**src/rtl/horiz_blanking_regs.svh**
```systemverilog
// Register offsets, field positions, reset values and counts of the blanking generator.
`ifndef HORIZ_BLANKING_REGS_SVH
`define HORIZ_BLANKING_REGS_SVH
`define ADR_MODE      8'h00
`define ADR_START     8'h01
`define ADR_END       8'h02
`define ADR_LEN       8'h03
`define ADR_REP       8'h04
`define ADR_TOG_E     8'h08
`define ADR_TOG_O     8'h10
`define ADR_H1CNT     8'h18
`define ADR_H2CNT     8'h20
`define ADR_START_ABC 8'h28
`define ADR_ALT_SEL   8'h30
`define FLD_MODE_LSB  0
`define FLD_MASK_H1   2
`define FLD_MASK_H2   3
`define FLD_MASK_HL   4
`define RST_POS       13'h1FFF
`define RST_LEN       13'h0010
`define RST_MODE      2'h0
`define SER_BITS      5'h18
`define AREA_DONE     3'h6
`endif

```
**src/rtl/horiz_blanking_pkg.sv**
```systemverilog
// Types shared by the horizontal blanking pattern generator.
`default_nettype none
package horiz_blanking_pkg;
  // Blanking mode codes.
  typedef enum logic [1:0] {
    MODE_TOGGLE = 2'b00,
    MODE_MIX    = 2'b01,
    MODE_AREA   = 2'b10,
    MODE_TEST   = 2'b11
  } blank_mode_e;
  typedef logic [12:0] pos_t;
  // Three-wire configuration pins.
  typedef struct packed {
    logic sl;
    logic sck;
    logic sdata;
  } ser_pins_s;
  // Horizontal clock outputs.
  typedef struct packed {
    logic h1;
    logic h2;
    logic hl;
  } hclk_s;
  // Programmable settings.
  typedef struct packed {
    blank_mode_e        mode;
    logic               mask_h1;
    logic               mask_h2;
    logic               mask_hl;
    pos_t               start;
    pos_t               stop;
    pos_t               len;
    pos_t               rep;
    logic [5:0][12:0]   tog_e;
    logic [5:0][12:0]   tog_o;
    logic [5:0][11:0]   h1cnt;
    logic [5:0][11:0]   h2cnt;
    logic [2:0][12:0]   start_abc;
    logic [5:0][2:0]    alt_sel;
  } cfg_s;
  // Whole state of the generator.
  typedef struct packed {
    cfg_s       cfg;
    ser_pins_s  s1;
    ser_pins_s  s2;
    logic       sck_d;
    logic       sl_d;
    logic [23:0] sh;
    logic [4:0] bits;
    pos_t       pix;
    logic       odd;
    pos_t       ph;
    pos_t       rep_n;
    logic [2:0] area;
    pos_t       apos;
    logic [3:0] r1;
    logic [3:0] r2;
    logic       p1;
    logic       p2;
    logic       run;
    hclk_s      hclk;
    logic       horiz_blanking;
  } state_s;
endpackage
`default_nettype wire

```
**src/rtl/horiz_blanking_repeat_pattern_gen.sv**
```systemverilog
// Horizontal blanking pattern generator with toggle, repeat and repeat-area modes.
`timescale 1ns/1ns
`default_nettype none
`include "horiz_blanking_regs.svh"

// Overview of operation
// RL1: Each of six areas holds three 4-bit phase-one pulse counts, 0 to 15.
// RL2: Phase-two counts per area: start A bits 3:0, B bits 7:4, C bits 11:8.
// RL3: Even lines use area counts directly; odd lines only via area selectors.
// RL4: Three shared 13-bit start positions A, B, C originate pulse groups.
// RL5: Host sets unused start positions to 8191 so they never fire.
// RL6: Six 3-bit odd-line selectors each name an even area 0 to 5.
// RL7: Mode 1 repeats blanking pulses from start, end, length, count and toggles.
// RL8: Modes 0 and 1 use separate even and odd toggle sets by line parity.
// RL9: Host loads equal even and odd toggles when alternation is unwanted.
// RL10: Line alternation here is independent of vertical pattern alternation.
// RL11: Mode 0 toggles, 1 repeat plus toggles, 2 areas, 3 test and unused.
// RL12: Start, end, length and repeat count are 13-bit values 0 to 8191.
// RL13: Odd, even and last-stage clocks rest at separate mask levels in blanking.
// RL14: A zero pulse count suppresses that pulse group in its area.
// RL15: Line parity counts from each field start; the first line is even.
module horiz_blanking_repeat_pattern_gen #(
  parameter int unsigned NUM_AREAS = 6,
  parameter int unsigned POS_W     = 13
) (
  input  wire logic              i_mclk,
  input  wire logic              i_reset_n,
  input  wire logic              i_ce,
  input  wire logic              i_line_start,
  input  wire logic              i_field_start,
  input  wire horiz_blanking_pkg::ser_pins_s i_ser,
  output var  horiz_blanking_pkg::hclk_s   o_hclk,
  output logic                   o_horiz_blanking,
  output logic                   o_line_odd
);
  import horiz_blanking_pkg::*;

  // ==========================================================================
  // Elaboration checks
  // The area counters and register layout are built for six 13-bit areas.
  if (NUM_AREAS != 6 || POS_W != 13) begin : g_bad_param
    $error("Only six areas with 13-bit positions are supported.");
  end

  // ==========================================================================
  // Helper functions
  // Reset image of the whole state; unused starts park at the last pixel.
  function automatic state_s rst_state();
    state_s r;
    r = '0;
    r.cfg.mode      = blank_mode_e'(`RST_MODE);
    r.cfg.start     = `RST_POS;
    r.cfg.stop      = `RST_POS;
    r.cfg.len       = `RST_LEN;
    r.cfg.tog_e     = {6{`RST_POS}};
    r.cfg.tog_o     = {6{`RST_POS}};
    r.cfg.start_abc = {3{`RST_POS}};
    r.s1.sl         = 1'b1;
    r.s2.sl         = 1'b1;
    r.sl_d          = 1'b1;
    r.area          = `AREA_DONE;
    return r;
  endfunction

  // Decodes an address inside a block of six consecutive registers.
  function automatic logic [3:0] blk_hit(logic [7:0] a, logic [7:0] base);
    logic [7:0] d;
    d = a - base;
    blk_hit = {(a >= base) && (d < 8'h06), d[2:0]};
  endfunction

  // Half-open pixel window test.
  function automatic logic in_win(pos_t p, pos_t a, pos_t b);
    in_win = (p >= a) && (p < b);
  endfunction

  // ==========================================================================
  // State
  state_s s_ff;
  state_s nxt_s;

  // Next-state logic for configuration, line timing and pulse generation.
  always_comb begin
    logic       sck_rise;
    logic [7:0] wa;
    logic [15:0] wd;
    logic [3:0] hit;
    logic [12:0] tg [6];
    logic       blank;
    logic       pass1;
    logic       pass2;
    logic [2:0] eff;
    logic       eff_ok;
    logic [11:0] c1;
    logic [11:0] c2;
    logic       win;
    sck_rise = 1'b0;
    wa       = 8'h00;
    wd       = 16'h0000;
    hit      = 4'h0;
    blank    = 1'b0;
    pass1    = 1'b0;
    pass2    = 1'b0;
    eff      = 3'h0;
    eff_ok   = 1'b0;
    c1       = 12'h000;
    c2       = 12'h000;
    win      = 1'b0;
    for (int i = 0; i < 6; i++) begin
      tg[i] = 13'h0000;
    end
    nxt_s = s_ff;

    // Serial pins pass two flops; only the second stage is examined.
    nxt_s.s1    = i_ser;
    nxt_s.s2    = s_ff.s1;
    nxt_s.sck_d = s_ff.s2.sck;
    nxt_s.sl_d  = s_ff.s2.sl;
    sck_rise    = s_ff.s2.sck & ~s_ff.sck_d;
    wa          = s_ff.sh[7:0];
    wd          = s_ff.sh[23:8];

    // Shift LSB first while load is low; commit a full word on load rising.
    if (!s_ff.s2.sl) begin
      if (sck_rise && s_ff.bits != `SER_BITS) begin
        nxt_s.sh   = {s_ff.s2.sdata, s_ff.sh[23:1]};
        nxt_s.bits = s_ff.bits + 5'h01;
      end
    end else begin
      nxt_s.bits = 5'h00;
      if (!s_ff.sl_d && s_ff.bits == `SER_BITS) begin
        unique case (wa)
          `ADR_MODE: begin
            nxt_s.cfg.mode    = blank_mode_e'(wd[`FLD_MODE_LSB +: 2]); // RL11
            nxt_s.cfg.mask_h1 = wd[`FLD_MASK_H1]; // RL13
            nxt_s.cfg.mask_h2 = wd[`FLD_MASK_H2];
            nxt_s.cfg.mask_hl = wd[`FLD_MASK_HL];
          end
          `ADR_START: nxt_s.cfg.start = wd[12:0]; // RL12
          `ADR_END:   nxt_s.cfg.stop  = wd[12:0];
          `ADR_LEN:   nxt_s.cfg.len   = wd[12:0];
          `ADR_REP:   nxt_s.cfg.rep   = wd[12:0];
          default: begin
            hit = blk_hit(wa, `ADR_TOG_E);
            if (hit[3]) nxt_s.cfg.tog_e[hit[2:0]] = wd[12:0]; // RL8
            hit = blk_hit(wa, `ADR_TOG_O);
            if (hit[3]) nxt_s.cfg.tog_o[hit[2:0]] = wd[12:0];
            hit = blk_hit(wa, `ADR_H1CNT);
            if (hit[3]) nxt_s.cfg.h1cnt[hit[2:0]] = wd[11:0]; // RL1
            hit = blk_hit(wa, `ADR_H2CNT);
            if (hit[3]) nxt_s.cfg.h2cnt[hit[2:0]] = wd[11:0]; // RL2
            hit = blk_hit(wa, `ADR_START_ABC);
            if (hit[3] && hit[2:0] < 3'h3) begin
              nxt_s.cfg.start_abc[hit[1:0]] = wd[12:0]; // RL4
            end
            hit = blk_hit(wa, `ADR_ALT_SEL);
            if (hit[3]) nxt_s.cfg.alt_sel[hit[2:0]] = wd[2:0]; // RL6
          end
        endcase
      end
    end

    // Pixel counter and line parity; a field start forces an even line.
    // Without line starts the counter simply wraps after the last pixel.
    nxt_s.pix = s_ff.pix + 13'h0001;
    if (i_field_start) begin
      nxt_s.odd = 1'b0; // RL15
      nxt_s.pix = 13'h0000;
    end else if (i_line_start) begin
      nxt_s.odd = ~s_ff.odd; // RL10
      nxt_s.pix = 13'h0000;
    end

    // Toggle windows from the set matching the current line parity.
    for (int i = 0; i < 6; i++) begin
      tg[i] = s_ff.odd ? s_ff.cfg.tog_o[i] : s_ff.cfg.tog_e[i]; // RL8
    end
    blank = in_win(s_ff.pix, tg[0], tg[1]) || in_win(s_ff.pix, tg[2], tg[3])
         || in_win(s_ff.pix, tg[4], tg[5]);
    win   = in_win(s_ff.pix, s_ff.cfg.start, s_ff.cfg.stop); // RL12

    // Repeat mode: blank the window, pass one clock each repetition length, up to the repeat count.
    if (s_ff.pix == s_ff.cfg.start) begin
      nxt_s.ph    = 13'h0000;
      nxt_s.rep_n = 13'h0000;
    end else if (win) begin
      nxt_s.ph = s_ff.ph + 13'h0001;
      if (s_ff.ph + 13'h0001 >= s_ff.cfg.len) begin
        nxt_s.ph = 13'h0000;
        if (s_ff.rep_n < s_ff.cfg.rep) begin
          nxt_s.rep_n = s_ff.rep_n + 13'h0001;
        end
      end
    end

    // Area mode: six areas of one length each, groups at shared starts.
    // Odd lines borrow an even area through its selector; above 5 gives none.
    eff    = s_ff.odd ? s_ff.cfg.alt_sel[s_ff.area] : s_ff.area; // RL3
    eff_ok = (s_ff.area < `AREA_DONE) && (eff < `AREA_DONE);
    c1     = eff_ok ? s_ff.cfg.h1cnt[eff] : 12'h000;
    c2     = eff_ok ? s_ff.cfg.h2cnt[eff] : 12'h000;
    if (s_ff.pix == s_ff.cfg.start) begin
      nxt_s.area = 3'h0;
      nxt_s.apos = 13'h0000;
      nxt_s.r1   = 4'h0;
      nxt_s.r2   = 4'h0;
    end else if (win && s_ff.area < `AREA_DONE) begin
      nxt_s.apos = s_ff.apos + 13'h0001;
      if (s_ff.apos + 13'h0001 >= s_ff.cfg.len) begin
        nxt_s.apos = 13'h0000;
        nxt_s.area = s_ff.area + 3'h1;
      end
    end

    // Pulse counters; unused starts at 8191 never match an area position.
    // Loads wait until the window's first pixel has cleared the area position,
    // so an area and position left from the previous line never fire a group.
    if (s_ff.r1 != 4'h0) begin
      nxt_s.p1 = ~s_ff.p1;
      if (s_ff.p1) nxt_s.r1 = s_ff.r1 - 4'h1;
    end
    if (s_ff.r2 != 4'h0) begin
      nxt_s.p2 = ~s_ff.p2;
      if (s_ff.p2) nxt_s.r2 = s_ff.r2 - 4'h1;
    end
    for (int k = 0; k < 3; k++) begin
      if (win && (s_ff.pix != s_ff.cfg.start) && s_ff.area < `AREA_DONE
          && s_ff.apos == s_ff.cfg.start_abc[k]) begin // RL5
        nxt_s.r1 = c1[k*4 +: 4]; // RL1
        nxt_s.r2 = c2[k*4 +: 4]; // RL2
        nxt_s.p1 = 1'b0;
        nxt_s.p2 = 1'b0;
      end
    end

    // Mode selection for the blanking level and pulse pass-through.
    unique case (s_ff.cfg.mode)
      MODE_TOGGLE: begin
        nxt_s.horiz_blanking = blank; // RL11
        pass1      = 1'b0;
        pass2      = 1'b0;
      end
      MODE_MIX: begin
        nxt_s.horiz_blanking = blank || win; // RL7
        // The window's first pixel only restarts the phase; the phase left
        // over from the previous line must not make a pass cycle there.
        pass1 = win && (s_ff.pix != s_ff.cfg.start) && (s_ff.rep_n < s_ff.cfg.rep)
             && (s_ff.ph + 13'h0001 >= s_ff.cfg.len);
        pass2 = pass1;
      end
      MODE_AREA: begin
        nxt_s.horiz_blanking = win;
        pass1      = s_ff.r1 != 4'h0; // RL14
        pass2      = s_ff.r2 != 4'h0;
      end
      MODE_TEST: begin
        nxt_s.horiz_blanking = 1'b0; // RL11
        pass1      = 1'b0;
        pass2      = 1'b0;
      end
    endcase

    // Free-running clock phase outside blanking; mask levels inside, apart from mode 1 and 2 pass cycles.
    nxt_s.run = ~s_ff.run;
    if (!nxt_s.horiz_blanking) begin
      nxt_s.hclk.h1 = s_ff.run;
      nxt_s.hclk.h2 = ~s_ff.run;
      nxt_s.hclk.hl = s_ff.run;
    end else begin
      nxt_s.hclk.h1 = s_ff.cfg.mask_h1; // RL13
      nxt_s.hclk.h2 = s_ff.cfg.mask_h2;
      nxt_s.hclk.hl = s_ff.cfg.mask_hl;
      if (s_ff.cfg.mode == MODE_AREA) begin
        if (pass1) nxt_s.hclk.h1 = s_ff.p1 ^ ~s_ff.cfg.mask_h1;
        if (pass1) nxt_s.hclk.hl = s_ff.p1 ^ ~s_ff.cfg.mask_hl;
        if (pass2) nxt_s.hclk.h2 = s_ff.p2 ^ ~s_ff.cfg.mask_h2;
      end else begin
        if (pass1) nxt_s.hclk.h1 = ~s_ff.cfg.mask_h1;
        if (pass1) nxt_s.hclk.hl = ~s_ff.cfg.mask_hl;
        if (pass2) nxt_s.hclk.h2 = ~s_ff.cfg.mask_h2;
      end
    end
  end

  // State register; clock enable low freezes everything.
  // Reset does not wait for the enable, so a frozen block still clears.
  always_ff @(posedge i_mclk) begin
    if (!i_reset_n) begin
      s_ff <= rst_state();
    end else if (i_ce) begin
      s_ff <= nxt_s;
    end
  end

  // Registered outputs.
  assign o_hclk     = s_ff.hclk;
  assign o_horiz_blanking     = s_ff.horiz_blanking;
  assign o_line_odd = s_ff.odd;
endmodule
`default_nettype wire

```
**config.mk**
```make
export PLATFORM = sky130hd
export DESIGN_NAME = horiz_blanking_repeat_pattern_gen
export DESIGN_NICKNAME = d
export VERILOG_FILES = /design/src/rtl/horiz_blanking_pkg.sv /design/src/rtl/horiz_blanking_repeat_pattern_gen.sv
export VERILOG_INCLUDE_DIRS = /design/src /design/src/rtl
export SDC_FILE = /design/constraint.sdc
export NUM_CORES = 2
export LEC_CHECK = 0
export BUFFER_PORTS_ARGS = -buffer_cell sky130_fd_sc_hd__buf_2
export CAP_MARGIN = 20
export CORE_MARGIN = 2
export CORE_UTILIZATION = 40
export CTS_CLUSTER_DIAMETER = 30
export DETAILED_ROUTE_END_ITERATION = 7
export SKIP_CTS_REPAIR_TIMING = 1
export SYNTH_ARGS = -nofsm -noshare
export SYNTH_HDL_FRONTEND = slang
export SYNTH_SLANG_ARGS = --single-unit
export TNS_END_PERCENT = 30
```
**constraint.sdc**
```tcl
create_clock -name i_mclk -period 8.1 [get_ports i_mclk]
set_input_delay 1.215 -clock i_mclk [delete_from_list [all_inputs] [get_ports i_mclk]]
set_output_delay 1.215 -clock i_mclk [all_outputs]
set_load 0.01 [all_outputs]
```
==> impl_results.md <==
* Max_slew headroom at 0.211
* Status: finished, final reports clean
* Multiplexer share of the synthesized area at 0.137
* DR WL met3 at 3.79 mm
* HP Class: reg2reg
* Worst-path fanout max at 51
* Pwr/cell area at 258 nW/µm²
* Most frequent cells in the layout: nand2_1 (592), dfxtp_1 (510), mux2i_1 (334)
* Inserted Diodes at 0
* Share of flip-flops with an asynchronous set or reset at 0
* RD Place Congestion at 0.869
* Initial core utilization at 0.406
* Initial antenna violation count at 0
* RSZ-0062 raised after global routing: no
* Primary FF master, synth: dfxtp_1
* Post-DP HPWL at 47.1 mm
* Layout fillers at 6085
* Drt pass-1 iters at 6
* Clk network pwr share at 0.668
* Area occupied by multi-input gates at 15100 µm²
* Largest family of logic cells by synthesized area: simple AND/OR/NAND/NOR gates
* Psw at 1.77 mW
* Post-synthesis adder-cell area fraction at 0.0705
* Synth Area in XOR/XNOR at 0.0323
* Max-slew violation count at 0
* Crit-path most repeated cell: buf_4
* Layout cells sized above 1 at 0.118
* Wire per inst at 19.2 µm
* Final min period at 4210 ps
* Max Cap Viol at 0
* Cell taking the most area after synthesis: dfxtp_1
* Clock tree from TritonCTS: yes
* Slowest stage delay, CP at 810 ps
* Deepest clock path buffer count at 3
* Clock sink total at 522
* WP buf/inv at 2
* Worst-skew pair later-pin latency at 720 ps
* Int Pwr at 6.52 mW
* Setup ws final at 3890 ps
* Top sig layer: met4
* Die area at 69100 µm²
* H-tree depth at 4
* Critical path class: reg2reg
* Synth top area share at 0.390
* Max Clock Skew at 28.9 ps
* Total grt overflow at 0
* Register area at 10500 µm²
* Worst path arrival time at 4860 ps
* CP max stage cell: buf_4
* Fmax at 0.238 GHz
* Final layout net count at 3199
* Post-synth EDFFs at 0
* Top Ports at 13
* Syn_nets at 3235
* Mapped Area at 26800 µm²
* First-pass GRT wire length at 122 mm
* Synth Area in Simple Gates at 0.228
* Met2 WL at 36.3 mm
* Die H at 263 µm
* Most common cell after layout, fill and taps aside: nand2_1
* Kind of cell adding the most delay to the critical path: buffers and inverters
* Synth unique cells at 89
* Combinational share of power at 0.018
* Synth Area in Compound Gates at 0.0962
* Pleak at 13.9 nW
* Antenna Nets Post-Route at 0
* Detailed Route Iter0 Violations at 1419
* DIE WIDTH at 263 µm
* Setup slack after placement at 3880 ps
* DRC at 0
* I/O Buffers at 12
* Worst-Margin Slew at 1180 ps
* Crit share post-route at 0.520
* Post-Route WL at 77.0 mm
* FP Rows at 94
* Worst path cell trace: buf_4, nand3b_1, o22ai_1, mux2i_4, buf_4, nor3_1, a22oi_1, a31oi_1, o31a_1
* Avg Vias per Cell at 5.46
* Mapped Cells at 3076
* Total vias in the final route at 21900
* CTS clk-pin slew, worst paths at 50 ps
* Synth area leaders: dfxtp_1 (39%), mux2i_1 (12%), nand2_1 (8.3%)
* Finish-stage setup viols at 0
* Sum of negative setup slack at 0 ps
* Worst Setup End Kind: flip-flop
* Clock root cell: clkbuf_16
* Core Area at 66100 µm²
* Required time of the critical path at 8750 ps
* Hold Fails Final Rpt at 0
* Largest net degree at the start of global routing at 203
* Met1 Wirelength at 34.8 mm
* Startpoint types: flip-flop
* Ys Warns at 0
* Post-Syn Area per Cell at 8.71 µm²
* Seq/Total Area, Yosys at 0.390
* Switching part of the total at 0.214
* Area Overhead vs Synth at 19.9%
* Vias in the first global route at 21700
* Sequential share of power at 0.314
* Hold WS at 462 ps
* Maximum VDD drop at 0.000194 V
* CTS buffer count at 133
* GRT Total Usage at 0.221
* #FFs+latches synth at 522
## registers in the layout (all words and copies together), names as in the netlist
| name | flops |
|---|---|
| s_ff | 512 |
| nxt_s | 5 |
| o_hclk | 3 |
| o_horiz_blanking | 1 |
| o_line_odd | 1 |
## routing by layer
metal	up-vias	GRT usage
met4	0	0.0868
met5	-	0
met3	146	0.0457
met2	599	0.362
li1	10500	-
met1	10600	0.284
## stage by stage
| step | total power [mW] | instance area [µm²] | std cells | util |
|---|---|---|---|---|
| after floorplan | 2.75 | 26800 | 3076 | - |
| after global placement | 2.79 | 27300 | 3760 | 0.412 |
| after detailed placement | 2.79 | 27300 | 3763 | 0.413 |
| after CTS | 8.36 | 32100 | 4001 | 0.485 |
| after global routing | 8.52 | 32100 | 4007 | 0.486 |
| final | 8.29 | 32100 | 4007 | 0.486 |
## cell families (layout without fill, tap and decap cells)
group,after synthesis,count (layout)
compound gates,379,379
xor+xnor,99,99
fa+ha+maj,151,151
buf+inv,294,361
flops,522,522
mux,362,362
simple gates,1269,1269
## cells in the mapped netlist, drive strengths merged, types with 8 or more instances
| cell | instances |
|---|---|
| nor2 | 128 |
| nand2b | 12 |
| o31a | 9 |
| a211oi | 14 |
| nand4 | 26 |
| o21ai | 80 |
| mux2 | 26 |
| nand2 | 592 |
| xor2 | 71 |
| clkbuf | 162 |
| a21oi | 68 |
| o211ai | 37 |
| mux2i | 335 |
| a21boi | 67 |
| buf | 59 |
| and2 | 8 |
| nor3b | 9 |
| inv | 73 |
| dfxtp | 522 |
| o21a | 14 |
| a31oi | 20 |
| nand3 | 213 |
| a22oi | 9 |
| a21o | 13 |
| and3 | 30 |
| ha | 151 |
| nor3 | 23 |
| nor2b | 183 |
| xnor2 | 28 |
| or3b | 9 |
| nor4 | 13 |
## power groups by stage
stage / sequential [mW] / clock (mW) / combinational [mW]
2_1_floorplan: 2.64 / 0 / 0.115
3_3_place_gp: 2.65 / 0 / 0.139
3_5_place_dp: 2.65 / 0 / 0.143
4_1_cts: 2.60 / 5.61 / 0.144
5_1_grt: 2.60 / 5.76 / 0.158
6_report: 2.60 / 5.54 / 0.146
## tightest hold or removal path: stages, from the launching register on
cell and delay [ps]:
dfxtp_1 300, nand2_1 50, a21boi_0 60
## worst paths after layout
check	to	start	slack (ps)	cells after the start
setup / recovery	s_ff[7]$_SDFFE_PN0P_	o_line_odd$_SDFFE_PN0P_	3890	9
hold / removal	s_ff[486]$_SDFFE_PN0P_	s_ff[486]$_SDFFE_PN0P_	460	2
setup reg to reg	s_ff[7]$_SDFFE_PN0P_	o_line_odd$_SDFFE_PN0P_	3890	9
hold reg to reg	s_ff[486]$_SDFFE_PN0P_	s_ff[486]$_SDFFE_PN0P_	460	2
## final cells by class
class	instances	area share
clock buffer	164	0.117
clock inverter	74	0.0310
inverter	73	0.00853
multi-input combinational	2260	0.471
sequential	522	0.326
tap	864	0.0336
timing repair buffer	50	0.0129
Note: power is estimated with default switching activity, not from simulation.
